## config.mk

```make
export PLATFORM = sky130hd
export DESIGN_NAME = sbcw_ctrl
export DESIGN_NICKNAME = d
export VERILOG_FILES = /design/src/core/sbcw_pkg.sv /design/src/core/sbcw_event_bank.sv /design/src/core/sbcw_ctrl.sv
export SDC_FILE = /design/constraint.sdc
export NUM_CORES = 1
export LEC_CHECK = 0
export ABC_AREA = 1
export BUFFER_PORTS_ARGS = -buffer_cell sky130_fd_sc_hd__buf_4
export CORE_MARGIN = 2
export CORE_UTILIZATION = 60
export DETAILED_ROUTE_END_ITERATION = 6
export PLACE_DENSITY_LB_ADDON = 0.3
export SLEW_MARGIN = 20
export SYNTH_ARGS = -nofsm -noshare
export SYNTH_HDL_FRONTEND = slang
export SYNTH_HIERARCHICAL = 1
export SYNTH_SLANG_ARGS = --single-unit
```

## constraint.sdc

```tcl
create_clock -name clk_i -period 5.1 [get_ports clk_i]
set_input_delay 0.255 -clock clk_i [delete_from_list [all_inputs] [get_ports clk_i]]
set_output_delay 0.255 -clock clk_i [all_outputs]
set_load 0.1 [all_outputs]
```

## src/core/sbcw_pkg.sv

```systemverilog
// Package: register map, field layout, modes and timing constants of the supervisory block
package sbcw_pkg;

	// Register offsets
	localparam logic [6:0] SBCW_ADR_DEV_MODE   = 7'h01;  // Device mode control
	localparam logic [6:0] SBCW_ADR_SYS_EVT    = 7'h61;  // System event status
	localparam logic [6:0] SBCW_ADR_TRX_EVT    = 7'h63;  // Transceiver event status
	localparam logic [6:0] SBCW_ADR_WAKE_EVT   = 7'h64;  // Wake pin event status
	localparam logic [6:0] SBCW_ADR_SUMMARY    = 7'h60;  // Event summary status
	localparam logic [6:0] SBCW_ADR_SYS_EN     = 7'h04;  // System capture enable
	localparam logic [6:0] SBCW_ADR_TRX_EN     = 7'h23;  // Transceiver capture enable
	localparam logic [6:0] SBCW_ADR_WAKE_EN    = 7'h4C;  // Wake capture enable
	localparam logic [6:0] SBCW_ADR_TRX_MODE   = 7'h20;  // CAN/LIN mode fields
	localparam logic [6:0] SBCW_ADR_PROTECT    = 7'h0A;  // Write protection areas
	localparam logic [6:0] SBCW_ADR_WD_CFG1    = 7'h36;  // Watchdog config one
	localparam logic [6:0] SBCW_ADR_WD_CFG2    = 7'h37;  // Watchdog config two
	localparam logic [6:0] SBCW_ADR_WD_STAT    = 7'h38;  // Watchdog status
	localparam logic [6:0] SBCW_ADR_WD_TRIG    = 7'h39;  // Watchdog trigger
	localparam logic [6:0] SBCW_ADR_IDENTITY   = 7'h7E;  // Device identity

	// Protected address areas, bits 0..6
	localparam logic [6:0] SBCW_AREA_LO [7] = '{7'h06, 7'h10, 7'h20, 7'h30, 7'h40, 7'h50, 7'h67};
	localparam logic [6:0] SBCW_AREA_HI [7] = '{7'h09, 7'h1F, 7'h2F, 7'h3F, 7'h4F, 7'h5F, 7'h6F};
	localparam logic [7:0] SBCW_PROTECT_MASK = 8'h7F;  // Bit 7 reserved

	// Reset values
	localparam logic [7:0] SBCW_RST_PROTECT = 8'h00;
	localparam logic [7:0] SBCW_RST_WD_CFG1 = 8'h42;  // Time-out mode, long window
	localparam logic [7:0] SBCW_RST_WD_CFG2 = 8'h41;  // 128 ms period, default reset length
	localparam logic [7:0] SBCW_RST_EN      = 8'h00;

	// Watchdog mode codes, field bits 7:5
	localparam logic [2:0] SBCW_WD_OFF     = 3'h1;
	localparam logic [2:0] SBCW_WD_TIMEOUT = 3'h2;
	localparam logic [2:0] SBCW_WD_WINDOW  = 3'h4;
	localparam logic [7:0] SBCW_TRIG_PATTERN = 8'h55;

	// Device mode codes
	localparam logic [2:0] SBCW_DM_SLEEP   = 3'h1;
	localparam logic [2:0] SBCW_DM_STANDBY = 3'h4;
	localparam logic [2:0] SBCW_DM_NORMAL  = 3'h7;

	// Fixed event positions in the system register (always captured)
	localparam int SBCW_SYS_PWRON = 0;
	localparam int SBCW_SYS_PNERR = 1;
	localparam int SBCW_SYS_OVT   = 2;
	localparam logic [7:0] SBCW_SYS_ALWAYS = 8'h07;  // power-on, PN overflow, overtemp

	// Timing
	localparam int SBCW_CLK_MHZ      = 250;
	localparam int SBCW_EVT_DELAY_US = 10;  // Event delay timer, microseconds
	localparam int SBCW_EVT_DELAY_CYC = SBCW_EVT_DELAY_US * SBCW_CLK_MHZ;
	localparam int SBCW_WD_PERIOD_CYC = 32000000;  // 128 ms at 250 MHz
	localparam int SBCW_RST_LEN_CYC   = 1000000;   // 4 ms reset pulse

	// Register request carrier, write or read
	typedef struct packed {
		logic       wr;    // Write strobe
		logic       rd;    // Read strobe
		logic [6:0] addr;  // Register address
		logic [7:0] data;  // Write data
	} sbcw_req_t;

	// Watchdog state enumeration, one-hot
	typedef enum logic [2:0] {
		SBCW_WS_RUN  = 3'b001,
		SBCW_WS_RST  = 3'b010,
		SBCW_WS_IDLE = 3'b100
	} sbcw_wd_st_t;

endpackage

```

## src/core/sbcw_event_bank.sv

```systemverilog
// Event bank: one group of clear-on-write-one capture bits
`timescale 1ns/100ps
module sbcw_event_bank
	import sbcw_pkg::*;
#(
	parameter int                W       = 8,      // Bits in the group
	parameter logic [W-1:0]      ALWAYS  = '0      // Bits captured regardless of enable
) (
	input  wire logic         clk_i,    // System clock
	input  wire logic         rst_b_i,  // Sync reset, active low
	input  wire logic [W-1:0] evt_i,    // Event pulses, synchronous
	input  wire logic [W-1:0] en_i,     // Capture enables
	input  wire logic [W-1:0] clr_i,    // Write-one clear mask
	input  wire logic         clr_v_i,  // Clear strobe
	output logic      [W-1:0] stat_o,   // Captured status
	output logic              clr_o     // A set bit was cleared
);
	typedef struct packed {
		logic [W-1:0] stat;  // Status bits
		logic         clr;   // Clear pulse
	} sbcw_bank_st_t;

	sbcw_bank_st_t st_q, st_d;

	// Set wins over a simultaneous clear
	always_comb begin
		logic [W-1:0] setm;
		logic [W-1:0] clrm;
		setm = evt_i & (en_i | ALWAYS);
		clrm = clr_v_i ? clr_i : '0;
		st_d.stat = (st_q.stat & ~clrm) | setm;
		st_d.clr  = |(clrm & st_q.stat);
	end

	// Register the state
	always_ff @(posedge clk_i) begin
		if (!rst_b_i) begin
			st_q <= '0;
		end else begin
			st_q <= st_d;
		end
	end

	assign stat_o = st_q.stat;
	assign clr_o  = st_q.clr;

	a_bank_set_wins: assert property (@(posedge clk_i) disable iff (!rst_b_i)
		(evt_i[0] && (en_i[0] || ALWAYS[0])) |=> stat_o[0]) else $error("event lost");
	a_bank_clear: assert property (@(posedge clk_i) disable iff (!rst_b_i)
		(clr_v_i && clr_i[0] && !evt_i[0]) |=> !stat_o[0]) else $error("clear failed");

endmodule // sbcw_event_bank

```

## src/core/sbcw_ctrl.sv

```systemverilog
// Top: event capture, pin signalling, sleep guard, write protection and watchdog
//
// Operation
// - Power-on, PN overflow, overtemp, system always captured
// - Other events captured only when enabled
// - Pending event pulls idle receive pin low
// - Enabled event in Sleep leaves Sleep
// - Normal mode pins carry bus streams when CAN mode bit 0 is set, LIN mode field is 2
// - Write one clears status, zero keeps
// - Summary register shows groups holding events
// - Clear releases pin, starts delay timer
// - Timer expiry re-asserts pin if pending
// - Capture registers readable without side effects
// - Sleep refused without wake source or clean status
// - Read-only identity byte at 0x7E
// - Protection blocks only bus writes
// - Protect bits 0-2 guard low areas
// - Protect bits 3-6 guard upper areas
// - Watchdog on at reset; fault asserts reset, limp
// - Config write outside Standby resets, flags
// - Accepted config write restarts watchdog
// - Window mode only in Normal mode
// - Early trigger in window mode resets
// - Trigger pattern restarts watchdog
`timescale 1ns/100ps
module sbcw_ctrl
	import sbcw_pkg::*;
#(
	parameter int          WD_PERIOD = SBCW_WD_PERIOD_CYC,  // Watchdog period, cycles
	parameter int          RST_LEN   = SBCW_RST_LEN_CYC,    // Reset pulse, cycles
	parameter logic [3:0]  VARIANT   = 4'h0,                // Product variant code
	parameter logic [3:0]  FAMILY    = 4'h5                 // Family code, arbitrary value
) (
	input  wire logic       clk_i,        // 250 MHz clock
	input  wire logic       rst_b_i,      // Sync reset, active low
	input  wire sbcw_req_t  req_i,        // Register request from SPI front end
	output logic [7:0]      rdata_o,      // Read data, one cycle after rd
	input  wire logic [7:0] sys_evt_i,    // System event pulses
	input  wire logic [7:0] trx_evt_i,    // Transceiver event pulses
	input  wire logic [7:0] wake_evt_i,   // Wake pin event pulses
	input  wire logic       io_ok_i,      // I/O supply present (pin)
	input  wire logic       can_rx_i,     // CAN bit stream
	input  wire logic       lin_rx_i,     // LIN bit stream
	output logic            can_rxd_o,    // CAN receive pin
	output logic            lin_rxd_o,    // LIN receive pin
	output logic [2:0]      dev_mode_o,   // Current device mode
	output logic            mcu_reset_out_b_o, // Microcontroller reset, active low
	output logic            limp_home_out_o    // Limp-home output
);
	////////////////////////////////////////////////////////////////////////////
	// State
	localparam logic [31:0] DLY = 32'(SBCW_EVT_DELAY_CYC);

	typedef struct packed {
		logic [2:0]  mode;      // Device mode field
		logic [1:0]  can_mode;  // CAN mode field
		logic [1:0]  lin_mode;  // LIN mode field
		logic [7:0]  sys_en;    // Capture enables
		logic [7:0]  trx_en;
		logic [7:0]  wake_en;
		logic [7:0]  protect;   // Write protection areas
		logic [7:0]  wd_cfg1;   // Watchdog config one
		logic [7:0]  wd_cfg2;   // Watchdog config two
		logic [2:0]  wd_flags;  // Illegal config, overflow, early
		sbcw_wd_st_t wd_st;     // Watchdog state
		logic [31:0] wd_cnt;    // Watchdog timer
		logic [31:0] dly_cnt;   // Event delay timer
		logic        hold;      // Pin held high during delay
		logic [7:0]  rdata;     // Read data
		logic        can_rxd;
		logic        lin_rxd;
		logic        io_s1;     // Supply synchroniser
		logic        io_s2;
		logic        can_s1;    // Stream synchronisers
		logic        can_s2;
		logic        lin_s1;
		logic        lin_s2;
		logic        rst_out_b; // MCU reset output, active low
		logic        limp;      // Limp-home output
	} sbcw_st_t;

	sbcw_st_t st_q, st_d;

	logic [7:0] sys_stat, trx_stat, wake_stat;  // Captured status
	logic       sys_clr, trx_clr, wake_clr;     // Bits actually cleared
	logic       wr_ok;                          // Write passes protection
	logic       clr_sys_v, clr_trx_v, clr_wake_v;

	////////////////////////////////////////////////////////////////////////////
	// Protection lookup
	function automatic logic locked(input logic [6:0] a, input logic [7:0] p);
		logic r;
		r = 1'b0;
		for (int i = 0; i < 7; i++) begin
			if (p[i] && a >= SBCW_AREA_LO[i] && a <= SBCW_AREA_HI[i]) begin
				r = 1'b1;
			end
		end
		return r;
	endfunction

	function automatic logic valid_mode(input logic [2:0] m);
		return m == SBCW_WD_OFF || m == SBCW_WD_TIMEOUT || m == SBCW_WD_WINDOW;
	endfunction

	// Only bus writes are checked; status capture below ignores protection
	assign wr_ok      = req_i.wr && !locked(req_i.addr, st_q.protect);
	assign clr_sys_v  = wr_ok && req_i.addr == SBCW_ADR_SYS_EVT;
	assign clr_trx_v  = wr_ok && req_i.addr == SBCW_ADR_TRX_EVT;
	assign clr_wake_v = wr_ok && req_i.addr == SBCW_ADR_WAKE_EVT;

	////////////////////////////////////////////////////////////////////////////
	// Event groups
	sbcw_event_bank #(.W(8), .ALWAYS(SBCW_SYS_ALWAYS)) u_sys (
		.clk_i   (clk_i),
		.rst_b_i (rst_b_i),
		.evt_i   (sys_evt_i),
		.en_i    (st_q.sys_en),
		.clr_i   (req_i.data),
		.clr_v_i (clr_sys_v),
		.stat_o  (sys_stat),
		.clr_o   (sys_clr)
	);
	sbcw_event_bank #(.W(8)) u_trx (
		.clk_i   (clk_i),
		.rst_b_i (rst_b_i),
		.evt_i   (trx_evt_i),
		.en_i    (st_q.trx_en),
		.clr_i   (req_i.data),
		.clr_v_i (clr_trx_v),
		.stat_o  (trx_stat),
		.clr_o   (trx_clr)
	);
	sbcw_event_bank #(.W(8)) u_wake (
		.clk_i   (clk_i),
		.rst_b_i (rst_b_i),
		.evt_i   (wake_evt_i),
		.en_i    (st_q.wake_en),
		.clr_i   (req_i.data),
		.clr_v_i (clr_wake_v),
		.stat_o  (wake_stat),
		.clr_o   (wake_clr)
	);

	////////////////////////////////////////////////////////////////////////////
	// Next-state logic
	always_comb begin
		logic pending;
		logic wake_src;
		logic wd_cfg_wr;
		logic trig;
		logic win;
		logic fault;
		logic [7:0] sum;
		st_d = st_q;
		pending  = |{sys_stat, trx_stat, wake_stat};
		wake_src = |st_q.wake_en || st_q.trx_en[0];  // Regular wake sources
		sum      = {5'h00, |wake_stat, |trx_stat, |sys_stat};
		wd_cfg_wr = req_i.wr && (req_i.addr == SBCW_ADR_WD_CFG1
			|| req_i.addr == SBCW_ADR_WD_CFG2) && !locked(req_i.addr, st_q.protect);
		trig  = wr_ok && req_i.addr == SBCW_ADR_WD_TRIG && req_i.data == SBCW_TRIG_PATTERN;
		// Window mode only while Normal; time-out otherwise
		win   = st_q.wd_cfg1[7:5] == SBCW_WD_WINDOW && st_q.mode == SBCW_DM_NORMAL;
		fault = 1'b0;

		// Synchronisers
		st_d.io_s1  = io_ok_i;
		st_d.io_s2  = st_q.io_s1;
		st_d.can_s1 = can_rx_i;
		st_d.can_s2 = st_q.can_s1;
		st_d.lin_s1 = lin_rx_i;
		st_d.lin_s2 = st_q.lin_s1;

		// Register writes
		if (wr_ok) begin
			unique case (req_i.addr)
				SBCW_ADR_DEV_MODE: begin
					if (req_i.data[2:0] == SBCW_DM_SLEEP && (!wake_src || pending)) begin
						st_d.mode = SBCW_DM_STANDBY;
					end else begin
						st_d.mode = req_i.data[2:0];
					end
				end
				SBCW_ADR_SYS_EN:  st_d.sys_en  = req_i.data;
				SBCW_ADR_TRX_EN:  st_d.trx_en  = req_i.data;
				SBCW_ADR_WAKE_EN: st_d.wake_en = req_i.data;
				SBCW_ADR_TRX_MODE: begin
					st_d.can_mode = req_i.data[1:0];
					st_d.lin_mode = req_i.data[3:2];
				end
				SBCW_ADR_PROTECT: st_d.protect = req_i.data & SBCW_PROTECT_MASK;
				SBCW_ADR_WD_STAT: st_d.wd_flags = st_q.wd_flags & ~req_i.data[2:0];
				default: ;
			endcase
		end

		// Watchdog configuration
		if (wd_cfg_wr) begin
			if (st_q.mode != SBCW_DM_STANDBY) begin
				st_d.wd_flags[2] = 1'b1;
				fault = 1'b1;
			end else begin
				if (req_i.addr == SBCW_ADR_WD_CFG1) begin
					if (valid_mode(req_i.data[7:5])) st_d.wd_cfg1 = req_i.data;
				end else begin
					st_d.wd_cfg2 = req_i.data;
				end
				st_d.wd_cnt = '0;
			end
		end

		// Watchdog timer
		unique case (st_q.wd_st)
			SBCW_WS_RUN: begin
				if (st_q.wd_cfg1[7:5] == SBCW_WD_OFF) begin
					st_d.wd_cnt = '0;
				end else if (trig) begin
					if (win && st_q.wd_cnt < 32'(WD_PERIOD / 2)) begin
						st_d.wd_flags[0] = 1'b1;
						fault = 1'b1;
					end else begin
						st_d.wd_cnt = '0;
					end
				end else if (!wd_cfg_wr) begin
					if (st_q.wd_cnt >= 32'(WD_PERIOD - 1)) begin
						st_d.wd_flags[1] = 1'b1;
						fault = 1'b1;
					end else begin
						st_d.wd_cnt = st_q.wd_cnt + 32'h1;
					end
				end
				if (fault) begin
					st_d.wd_st  = SBCW_WS_RST;
					st_d.wd_cnt = '0;
				end
			end
			SBCW_WS_RST: begin
				if (st_q.wd_cnt >= 32'(RST_LEN - 1)) begin
					st_d.wd_st  = SBCW_WS_RUN;
					st_d.wd_cnt = '0;
					st_d.mode   = SBCW_DM_STANDBY;
				end else begin
					st_d.wd_cnt = st_q.wd_cnt + 32'h1;
				end
			end
			SBCW_WS_IDLE: st_d.wd_st = SBCW_WS_RUN;
			default: st_d.wd_st = SBCW_WS_RUN;
		endcase
		// Registered so the reset pins never glitch on a state decode
		st_d.rst_out_b = st_d.wd_st != SBCW_WS_RST;
		st_d.limp      = st_d.wd_st == SBCW_WS_RST;

		// Enabled event wakes from Sleep
		if (st_q.mode == SBCW_DM_SLEEP && pending) begin
			st_d.mode = SBCW_DM_STANDBY;
		end

		// Delay timer after any clear of a set bit
		if (sys_clr || trx_clr || wake_clr) begin
			st_d.hold    = 1'b1;
			st_d.dly_cnt = '0;
		end else if (st_q.hold) begin
			if (st_q.dly_cnt >= DLY - 32'h1) begin
				st_d.hold = 1'b0;
			end else begin
				st_d.dly_cnt = st_q.dly_cnt + 32'h1;
			end
		end

		// Receive pins: stream in active modes, otherwise event flag
		if (st_q.mode == SBCW_DM_NORMAL && st_q.can_mode[0]) begin
			st_d.can_rxd = st_q.can_s2;
		end else begin
			st_d.can_rxd = !(pending && st_q.io_s2 && !st_d.hold);
		end
		if (st_q.mode == SBCW_DM_NORMAL && st_q.lin_mode == 2'b10) begin
			st_d.lin_rxd = st_q.lin_s2;
		end else begin
			st_d.lin_rxd = !(pending && st_q.io_s2 && !st_d.hold);
		end

		// Read mux has no side effects on capture or timer
		st_d.rdata = 8'h00;
		if (req_i.rd) begin
			unique case (req_i.addr)
				SBCW_ADR_DEV_MODE:  st_d.rdata = {5'h00, st_q.mode};
				SBCW_ADR_SYS_EVT:   st_d.rdata = sys_stat;
				SBCW_ADR_TRX_EVT:   st_d.rdata = trx_stat;
				SBCW_ADR_WAKE_EVT:  st_d.rdata = wake_stat;
				SBCW_ADR_SUMMARY:   st_d.rdata = sum;
				SBCW_ADR_SYS_EN:    st_d.rdata = st_q.sys_en;
				SBCW_ADR_TRX_EN:    st_d.rdata = st_q.trx_en;
				SBCW_ADR_WAKE_EN:   st_d.rdata = st_q.wake_en;
				SBCW_ADR_TRX_MODE:  st_d.rdata = {4'h0, st_q.lin_mode, st_q.can_mode};
				SBCW_ADR_PROTECT:   st_d.rdata = st_q.protect;
				SBCW_ADR_WD_CFG1:   st_d.rdata = st_q.wd_cfg1;
				SBCW_ADR_WD_CFG2:   st_d.rdata = st_q.wd_cfg2;
				SBCW_ADR_WD_STAT:   st_d.rdata = {5'h00, st_q.wd_flags};
				SBCW_ADR_IDENTITY:  st_d.rdata = {FAMILY, VARIANT};
				default:            st_d.rdata = 8'h00;
			endcase
		end
	end

	////////////////////////////////////////////////////////////////////////////
	// State register
	always_ff @(posedge clk_i) begin
		if (!rst_b_i) begin
			st_q          <= '0;
			st_q.mode     <= SBCW_DM_STANDBY;
			st_q.sys_en   <= SBCW_RST_EN;
			st_q.protect  <= SBCW_RST_PROTECT;
			st_q.wd_cfg1  <= SBCW_RST_WD_CFG1;  // Watchdog on at power-up
			st_q.wd_cfg2  <= SBCW_RST_WD_CFG2;
			st_q.wd_st    <= SBCW_WS_IDLE;
			st_q.can_rxd  <= 1'b1;
			st_q.lin_rxd  <= 1'b1;
			st_q.rst_out_b <= 1'b1;
		end else begin
			st_q <= st_d;
		end
	end

	assign rdata_o           = st_q.rdata;
	assign can_rxd_o         = st_q.can_rxd;
	assign lin_rxd_o         = st_q.lin_rxd;
	assign dev_mode_o        = st_q.mode;
	assign mcu_reset_out_b_o = st_q.rst_out_b;
	assign limp_home_out_o   = st_q.limp;

	////////////////////////////////////////////////////////////////////////////
	// Checks
	a_sleep_guard: assert property (@(posedge clk_i) disable iff (!rst_b_i)
		(wr_ok && req_i.addr == SBCW_ADR_DEV_MODE && req_i.data[2:0] == SBCW_DM_SLEEP
		&& (sys_stat != 0)) |=> dev_mode_o == SBCW_DM_STANDBY) else $error("sleep allowed");
	a_illegal_cfg: assert property (@(posedge clk_i) disable iff (!rst_b_i)
		(req_i.wr && req_i.addr == SBCW_ADR_WD_CFG1 && !locked(req_i.addr, st_q.protect)
		&& dev_mode_o == SBCW_DM_NORMAL && st_q.wd_st == SBCW_WS_RUN)
		|=> !mcu_reset_out_b_o && st_q.wd_flags[2]) else $error("no reset on bad config");
	a_protect_blk: assert property (@(posedge clk_i) disable iff (!rst_b_i)
		(req_i.wr && req_i.addr == SBCW_ADR_TRX_EN && st_q.protect[2])
		|=> $stable(st_q.trx_en)) else $error("lock leak");
	a_ident_read: assert property (@(posedge clk_i) disable iff (!rst_b_i)
		(req_i.rd && req_i.addr == SBCW_ADR_IDENTITY) |=> rdata_o == {FAMILY, VARIANT})
		else $error("bad identity");
	a_pin_release: assert property (@(posedge clk_i) disable iff (!rst_b_i)
		(sys_clr && dev_mode_o == SBCW_DM_STANDBY) |=> can_rxd_o) else $error("pin not released");
	a_reset_limp: assert property (@(posedge clk_i) disable iff (!rst_b_i)
		(st_q.wd_st == SBCW_WS_RUN && st_q.wd_cfg1[7:5] == SBCW_WD_TIMEOUT
		&& st_q.wd_cnt == 32'(WD_PERIOD - 1) && !req_i.wr)
		|=> !mcu_reset_out_b_o && limp_home_out_o) else $error("no reset on overflow");
	a_early_trig: assert property (@(posedge clk_i) disable iff (!rst_b_i)
		(st_q.wd_st == SBCW_WS_RUN && wr_ok && req_i.addr == SBCW_ADR_WD_TRIG
		&& req_i.data == SBCW_TRIG_PATTERN && dev_mode_o == SBCW_DM_NORMAL
		&& st_q.wd_cfg1[7:5] == SBCW_WD_WINDOW && st_q.wd_cnt < 32'(WD_PERIOD / 2))
		|=> !mcu_reset_out_b_o) else $error("early trigger accepted");
	a_wake_sleep: assert property (@(posedge clk_i) disable iff (!rst_b_i)
		(dev_mode_o == SBCW_DM_SLEEP && wake_stat != 0 && st_q.wd_st == SBCW_WS_RUN
		&& !wr_ok) |=> dev_mode_o == SBCW_DM_STANDBY) else $error("stuck in sleep");
	c_clear_evt: cover property (@(posedge clk_i) disable iff (!rst_b_i) sys_clr);
	c_wd_reset:  cover property (@(posedge clk_i) disable iff (!rst_b_i) !mcu_reset_out_b_o);
	c_hold_end:  cover property (@(posedge clk_i) disable iff (!rst_b_i) $fell(st_q.hold));

endmodule // sbcw_ctrl

```

==> impl_metrics.prom <==
# TYPE chip_impl_metric gauge
chip_impl_info{name="run_status",value="complete, no violations"} 1
chip_impl_metric{name="layout.core_utilization",unit=""} 0.681
chip_impl_metric{name="cts_htree_levels",unit=""} 4
chip_impl_metric{name="clk_path_buf_depth",unit=""} 2
chip_impl_metric{name="numClockSinks",unit=""} 170
chip_impl_metric{name="wire_length_of_the_first_global_routing_pass",unit="um"} 43700
chip_impl_metric{name="report.final.slew_viol_count",unit=""} 0
chip_impl_info{name="critical_path.reg2reg.startpoint",value="st_q[51]"} 1
chip_impl_info{name="holdCritPathClass",value="input pin to register"} 1
chip_impl_metric{name="worst_hold_slack",unit="ns"} 0.00880
chip_impl_metric{name="yosys.cell_types.count",unit=""} 43
chip_impl_metric{name="synth_sequential_area_ratio",unit=""} 0.359
chip_impl_metric{name="routed_wirelength",unit="um"} 27400
chip_impl_metric{name="antenna_cells_inserted",unit=""} 0
chip_impl_metric{name="detail_route.iter0.violations",unit=""} 1302
chip_impl_metric{name="floorplan.die.height",unit="um"} 130
chip_impl_metric{name="leakagePower",unit="uW"} 0.00447
chip_impl_info{name="cp_startpoint_kind",value="register"} 1
chip_impl_info{name="worstReg2RegEnd",value="st_q[60]"} 1
chip_impl_metric{name="antenna_left",unit=""} 0
chip_impl_metric{name="initial_utilization",unit=""} 0.619
chip_impl_metric{name="synth_fa_ha_area_frac",unit=""} 0.00264
chip_impl_metric{name="reg2reg_setup_slack",unit="ns"} 2.19
chip_impl_metric{name="ff2ff_path_depth",unit=""} 17
chip_impl_metric{name="async_flop_share",unit=""} 0
chip_impl_info{name="dominant_combinational_cell_family_by_area_after_synthesis",value="simple AND/OR/NAND/NOR gates"} 1
chip_impl_metric{name="grt_usage",unit=""} 0.329
chip_impl_metric{name="gp_congestion",unit=""} 0.980
chip_impl_metric{name="globalRouteOverflowTotal",unit=""} 0
chip_impl_metric{name="timing.critical_path.arrival",unit="ns"} 3.21
chip_impl_metric{name="synth-simple-area-share",unit=""} 0.363
chip_impl_info{name="clock_tree.root_cell",value="clkbuf_16"} 1
chip_impl_metric{name="worst_slew_margin_rel",unit=""} 0.337
chip_impl_metric{name="placeableCoreArea",unit="mm^2"} 0.0153
chip_impl_metric{name="grt_max_degree",unit=""} 67
chip_impl_metric{name="layout_worst_path_cycle_share",unit=""} 0.571
chip_impl_metric{name="final.setup.tns",unit="ns"} 0
chip_impl_info{name="synth_flop_cell",value="dfxtp_1"} 1
chip_impl_metric{name="cp.required",unit="ns"} 5.40
chip_impl_metric{name="power.density_cell_area",unit="mW/mm^2"} 265
chip_impl_metric{name="slew_worst_pin",unit="ns"} 0.991
chip_impl_metric{name="syn_area",unit="mm^2"} 0.00948
chip_impl_metric{name="number_of_rows_created_at_floorplan",unit=""} 45
chip_impl_metric{name="synth_mux_area_frac",unit=""} 0
chip_impl_metric{name="synthesis.area_per_instance",unit="um^2"} 6.43
chip_impl_metric{name="maxCapViolCount",unit=""} 0
chip_impl_metric{name="clock_buffers_created_by_tritoncts",unit=""} 17
chip_impl_metric{name="nets",unit=""} 1543
chip_impl_metric{name="post_drt_via_cell_ratio",unit=""} 5.69
chip_impl_metric{name="number_of_port_buffers",unit=""} 60
chip_impl_info{name="grt_setup_unrepaired",value="false"} 1
chip_impl_metric{name="io-pin-count",unit=""} 61
chip_impl_metric{name="clk_pin_slew",unit="ns"} 0.07
chip_impl_metric{name="initial_antenna_violation_count",unit=""} 0
chip_impl_metric{name="drt_first_pass_iters",unit=""} 5
chip_impl_metric{name="syn-num-nets",unit=""} 1521
chip_impl_info{name="clock_tree_from_tritoncts",value="yes"} 1
chip_impl_metric{name="hold_viol_final",unit=""} 0
chip_impl_metric{name="die_w",unit="um"} 130
chip_impl_metric{name="vdd_ir_drop_max",unit="mV"} 0.354
chip_impl_metric{name="fmax",unit="MHz"} 344
chip_impl_metric{name="post-cts-setup-buffers",unit=""} 0
chip_impl_info{name="critPathKind",value="register to register"} 1
chip_impl_metric{name="setup_viol",unit=""} 0
chip_impl_metric{name="vias",unit=""} 9789
chip_impl_metric{name="synth-xor-area-share",unit=""} 0.0194
chip_impl_metric{name="synth_edf_count",unit=""} 0
chip_impl_metric{name="die_area",unit="mm^2"} 0.0168
chip_impl_metric{name="netlist_instances",unit=""} 1473
chip_impl_info{name="cp-end-kind",value="register"} 1
chip_impl_metric{name="layout_min_cycle_time",unit="ns"} 2.91
chip_impl_metric{name="syn_to_final_growth",unit="%"} 10.1
chip_impl_metric{name="first_global_vias",unit=""} 8519
chip_impl_metric{name="yosys_register_bits",unit=""} 170
chip_impl_metric{name="cp_max_fo",unit=""} 21
chip_impl_metric{name="layout-drive-gt1-share",unit=""} 0.0935
chip_impl_info{name="whs_endpoint",value="st_d[2]"} 1
chip_impl_metric{name="synth_compound_gate_area_share",unit=""} 0.138
chip_impl_metric{name="clock_insertion_delay_worst_skew",unit="ns"} 0.43
chip_impl_metric{name="drc",unit=""} 0
chip_impl_metric{name="route.detailed.wl_per_inst",unit="um"} 16.0
chip_impl_info{name="timing.hold.worst.start",value="lin_rx_i"} 1
chip_impl_metric{name="yosys_warnings",unit=""} 6
chip_impl_metric{name="timing.hold.worst_path_depth",unit=""} 3
chip_impl_metric{name="hpwlAfterDp",unit="um"} 19600
chip_impl_metric{name="clock-skew-final",unit="ns"} 0.00918
==> report_power, final <==
| group | switching, uW | internal, uW | total [uW] |
|---|---|---|---|
| sequential | 7.30 | 1340 | 1340 |
| clock | 574 | 683 | 1260 |
| combinational | 121 | 47.5 | 169 |
==> synthesized netlist by cell type, types with 12 or more instances <==
master / instances / area share
a21oi_1: 110 / 0.058
a221oi_1: 12 / 0.011
buf_2: 17 / 0.0090
clkbuf_1: 26 / 0.010
dfxtp_1: 170 / 0.36
inv_1: 184 / 0.073
nand2_1: 377 / 0.15
nand2_2: 12 / 0.0079
nand3_1: 92 / 0.049
nand4_1: 31 / 0.020
nor2_1: 177 / 0.070
nor2_2: 12 / 0.0079
nor3_1: 37 / 0.020
nor4_1: 17 / 0.011
o21ai_0: 87 / 0.046
xor2_1: 17 / 0.016
==> worst max-delay path by stage <==
stage	from	endpoint	cells past startpoint
after floorplan	st_q[51]	st_q[61]	17
after global placement	req_i[12]	st_q[73]	16
after detailed placement	req_i[11]	st_q[74]	14
after CTS	st_q[51]	st_q[71]	12
after global routing	st_q[51]	st_q[55]	17
final	st_q[51]	st_q[60]	17
==> per-layer routing <==
metal | vias up | share of wire | GRT usage
met5 | - | 0 | 0
met4 | 0 | 0.032 | 0.131
met3 | 62 | 0.090 | 0.0628
met2 | 533 | 0.45 | 0.522
met1 | 4391 | 0.43 | 0.443
li1 | 4803 | - | -
==> placed cells by master, fill, tap and decap left out, drive strengths merged, types with 18 or more instances in the layout <==
master,count
o21ai,89
clkbuf,18
inv,194
nand4,31
nor3,38
nand2,391
nand3,101
buf,64
dfxtp,170
a21oi,110
nor2,192
==> area by class of cell <==
type,instances,area [um^2]
Clock buffer,18,429
Clock inverter,14,136
Fill cell,1373,4880
Inverter,197,739
Multi-Input combinational cell,1044,4970
Sequential cell,170,3400
Tap cell,211,264
Timing Repair Buffer,65,490
==> state kept, by name (all words and copies together), names as in the netlist <==
| name | cells |
|---|---|
| u_wake/clr_o | 1 |
| dev_mode_o | 3 |
| mcu_reset_out_b_o | 1 |
| st_q | 125 |
| u_trx/clr_o | 1 |
| u_wake/stat_o | 8 |
| u_trx/stat_o | 8 |
| u_sys/clr_o | 1 |
| lin_rxd_o | 1 |
| can_rxd_o | 1 |
| u_sys/stat_o | 8 |
| rdata_o | 8 |
| st_d | 3 |
| limp_home_out_o | 1 |
==> metrics by stage <==
stage	worst slack (ns)	power [uW]	instances	cell area (um^2)
2_1_floorplan	2.95	1470	1473	9480
3_3_place_gp	2.04	1540	1686	9850
3_5_place_dp	1.97	1540	1686	9850
4_1_cts	1.96	2770	1719	10400
5_1_grt	1.90	2850	1719	10400
6_report	2.19	2770	1719	10400
==> worst max-delay path, stage by stage, from the launching register on <==
cell and delay, ns:
dfxtp_1 0.42, ha_1 0.27, nand3_1 0.20, inv_1 0.21, nand2_1 0.15, inv_1 0.12
nand2_1 0.06, a21oi_1 0.18, nor2_1 0.09, buf_4 0.23, nand2_1 0.08, nand2_1 0.07
nand2_2 0.12, nand2_4 0.12, nand2_4 0.24, nor2_1 0.07, nor2_1 0.10, nor2_1 0.05
==> timing repair <==
action,in CTS,in global routing
hold buffers,1,0
endpoints found under the hold margin,1,0
gates resized for setup,0,0
==> cell families (layout without fill, tap and decap cells) <==
kind of cell / count (synthesis) / in the layout
XOR/XNOR: 21 / 21
adder cells (fa/ha/maj): 2 / 2
buffers and inverters: 259 / 294
AO/OA/AOI/OAI: 240 / 240
flip-flops: 170 / 170
AND/OR/NAND/NOR: 781 / 781
(Power assumes the default switching activity.)
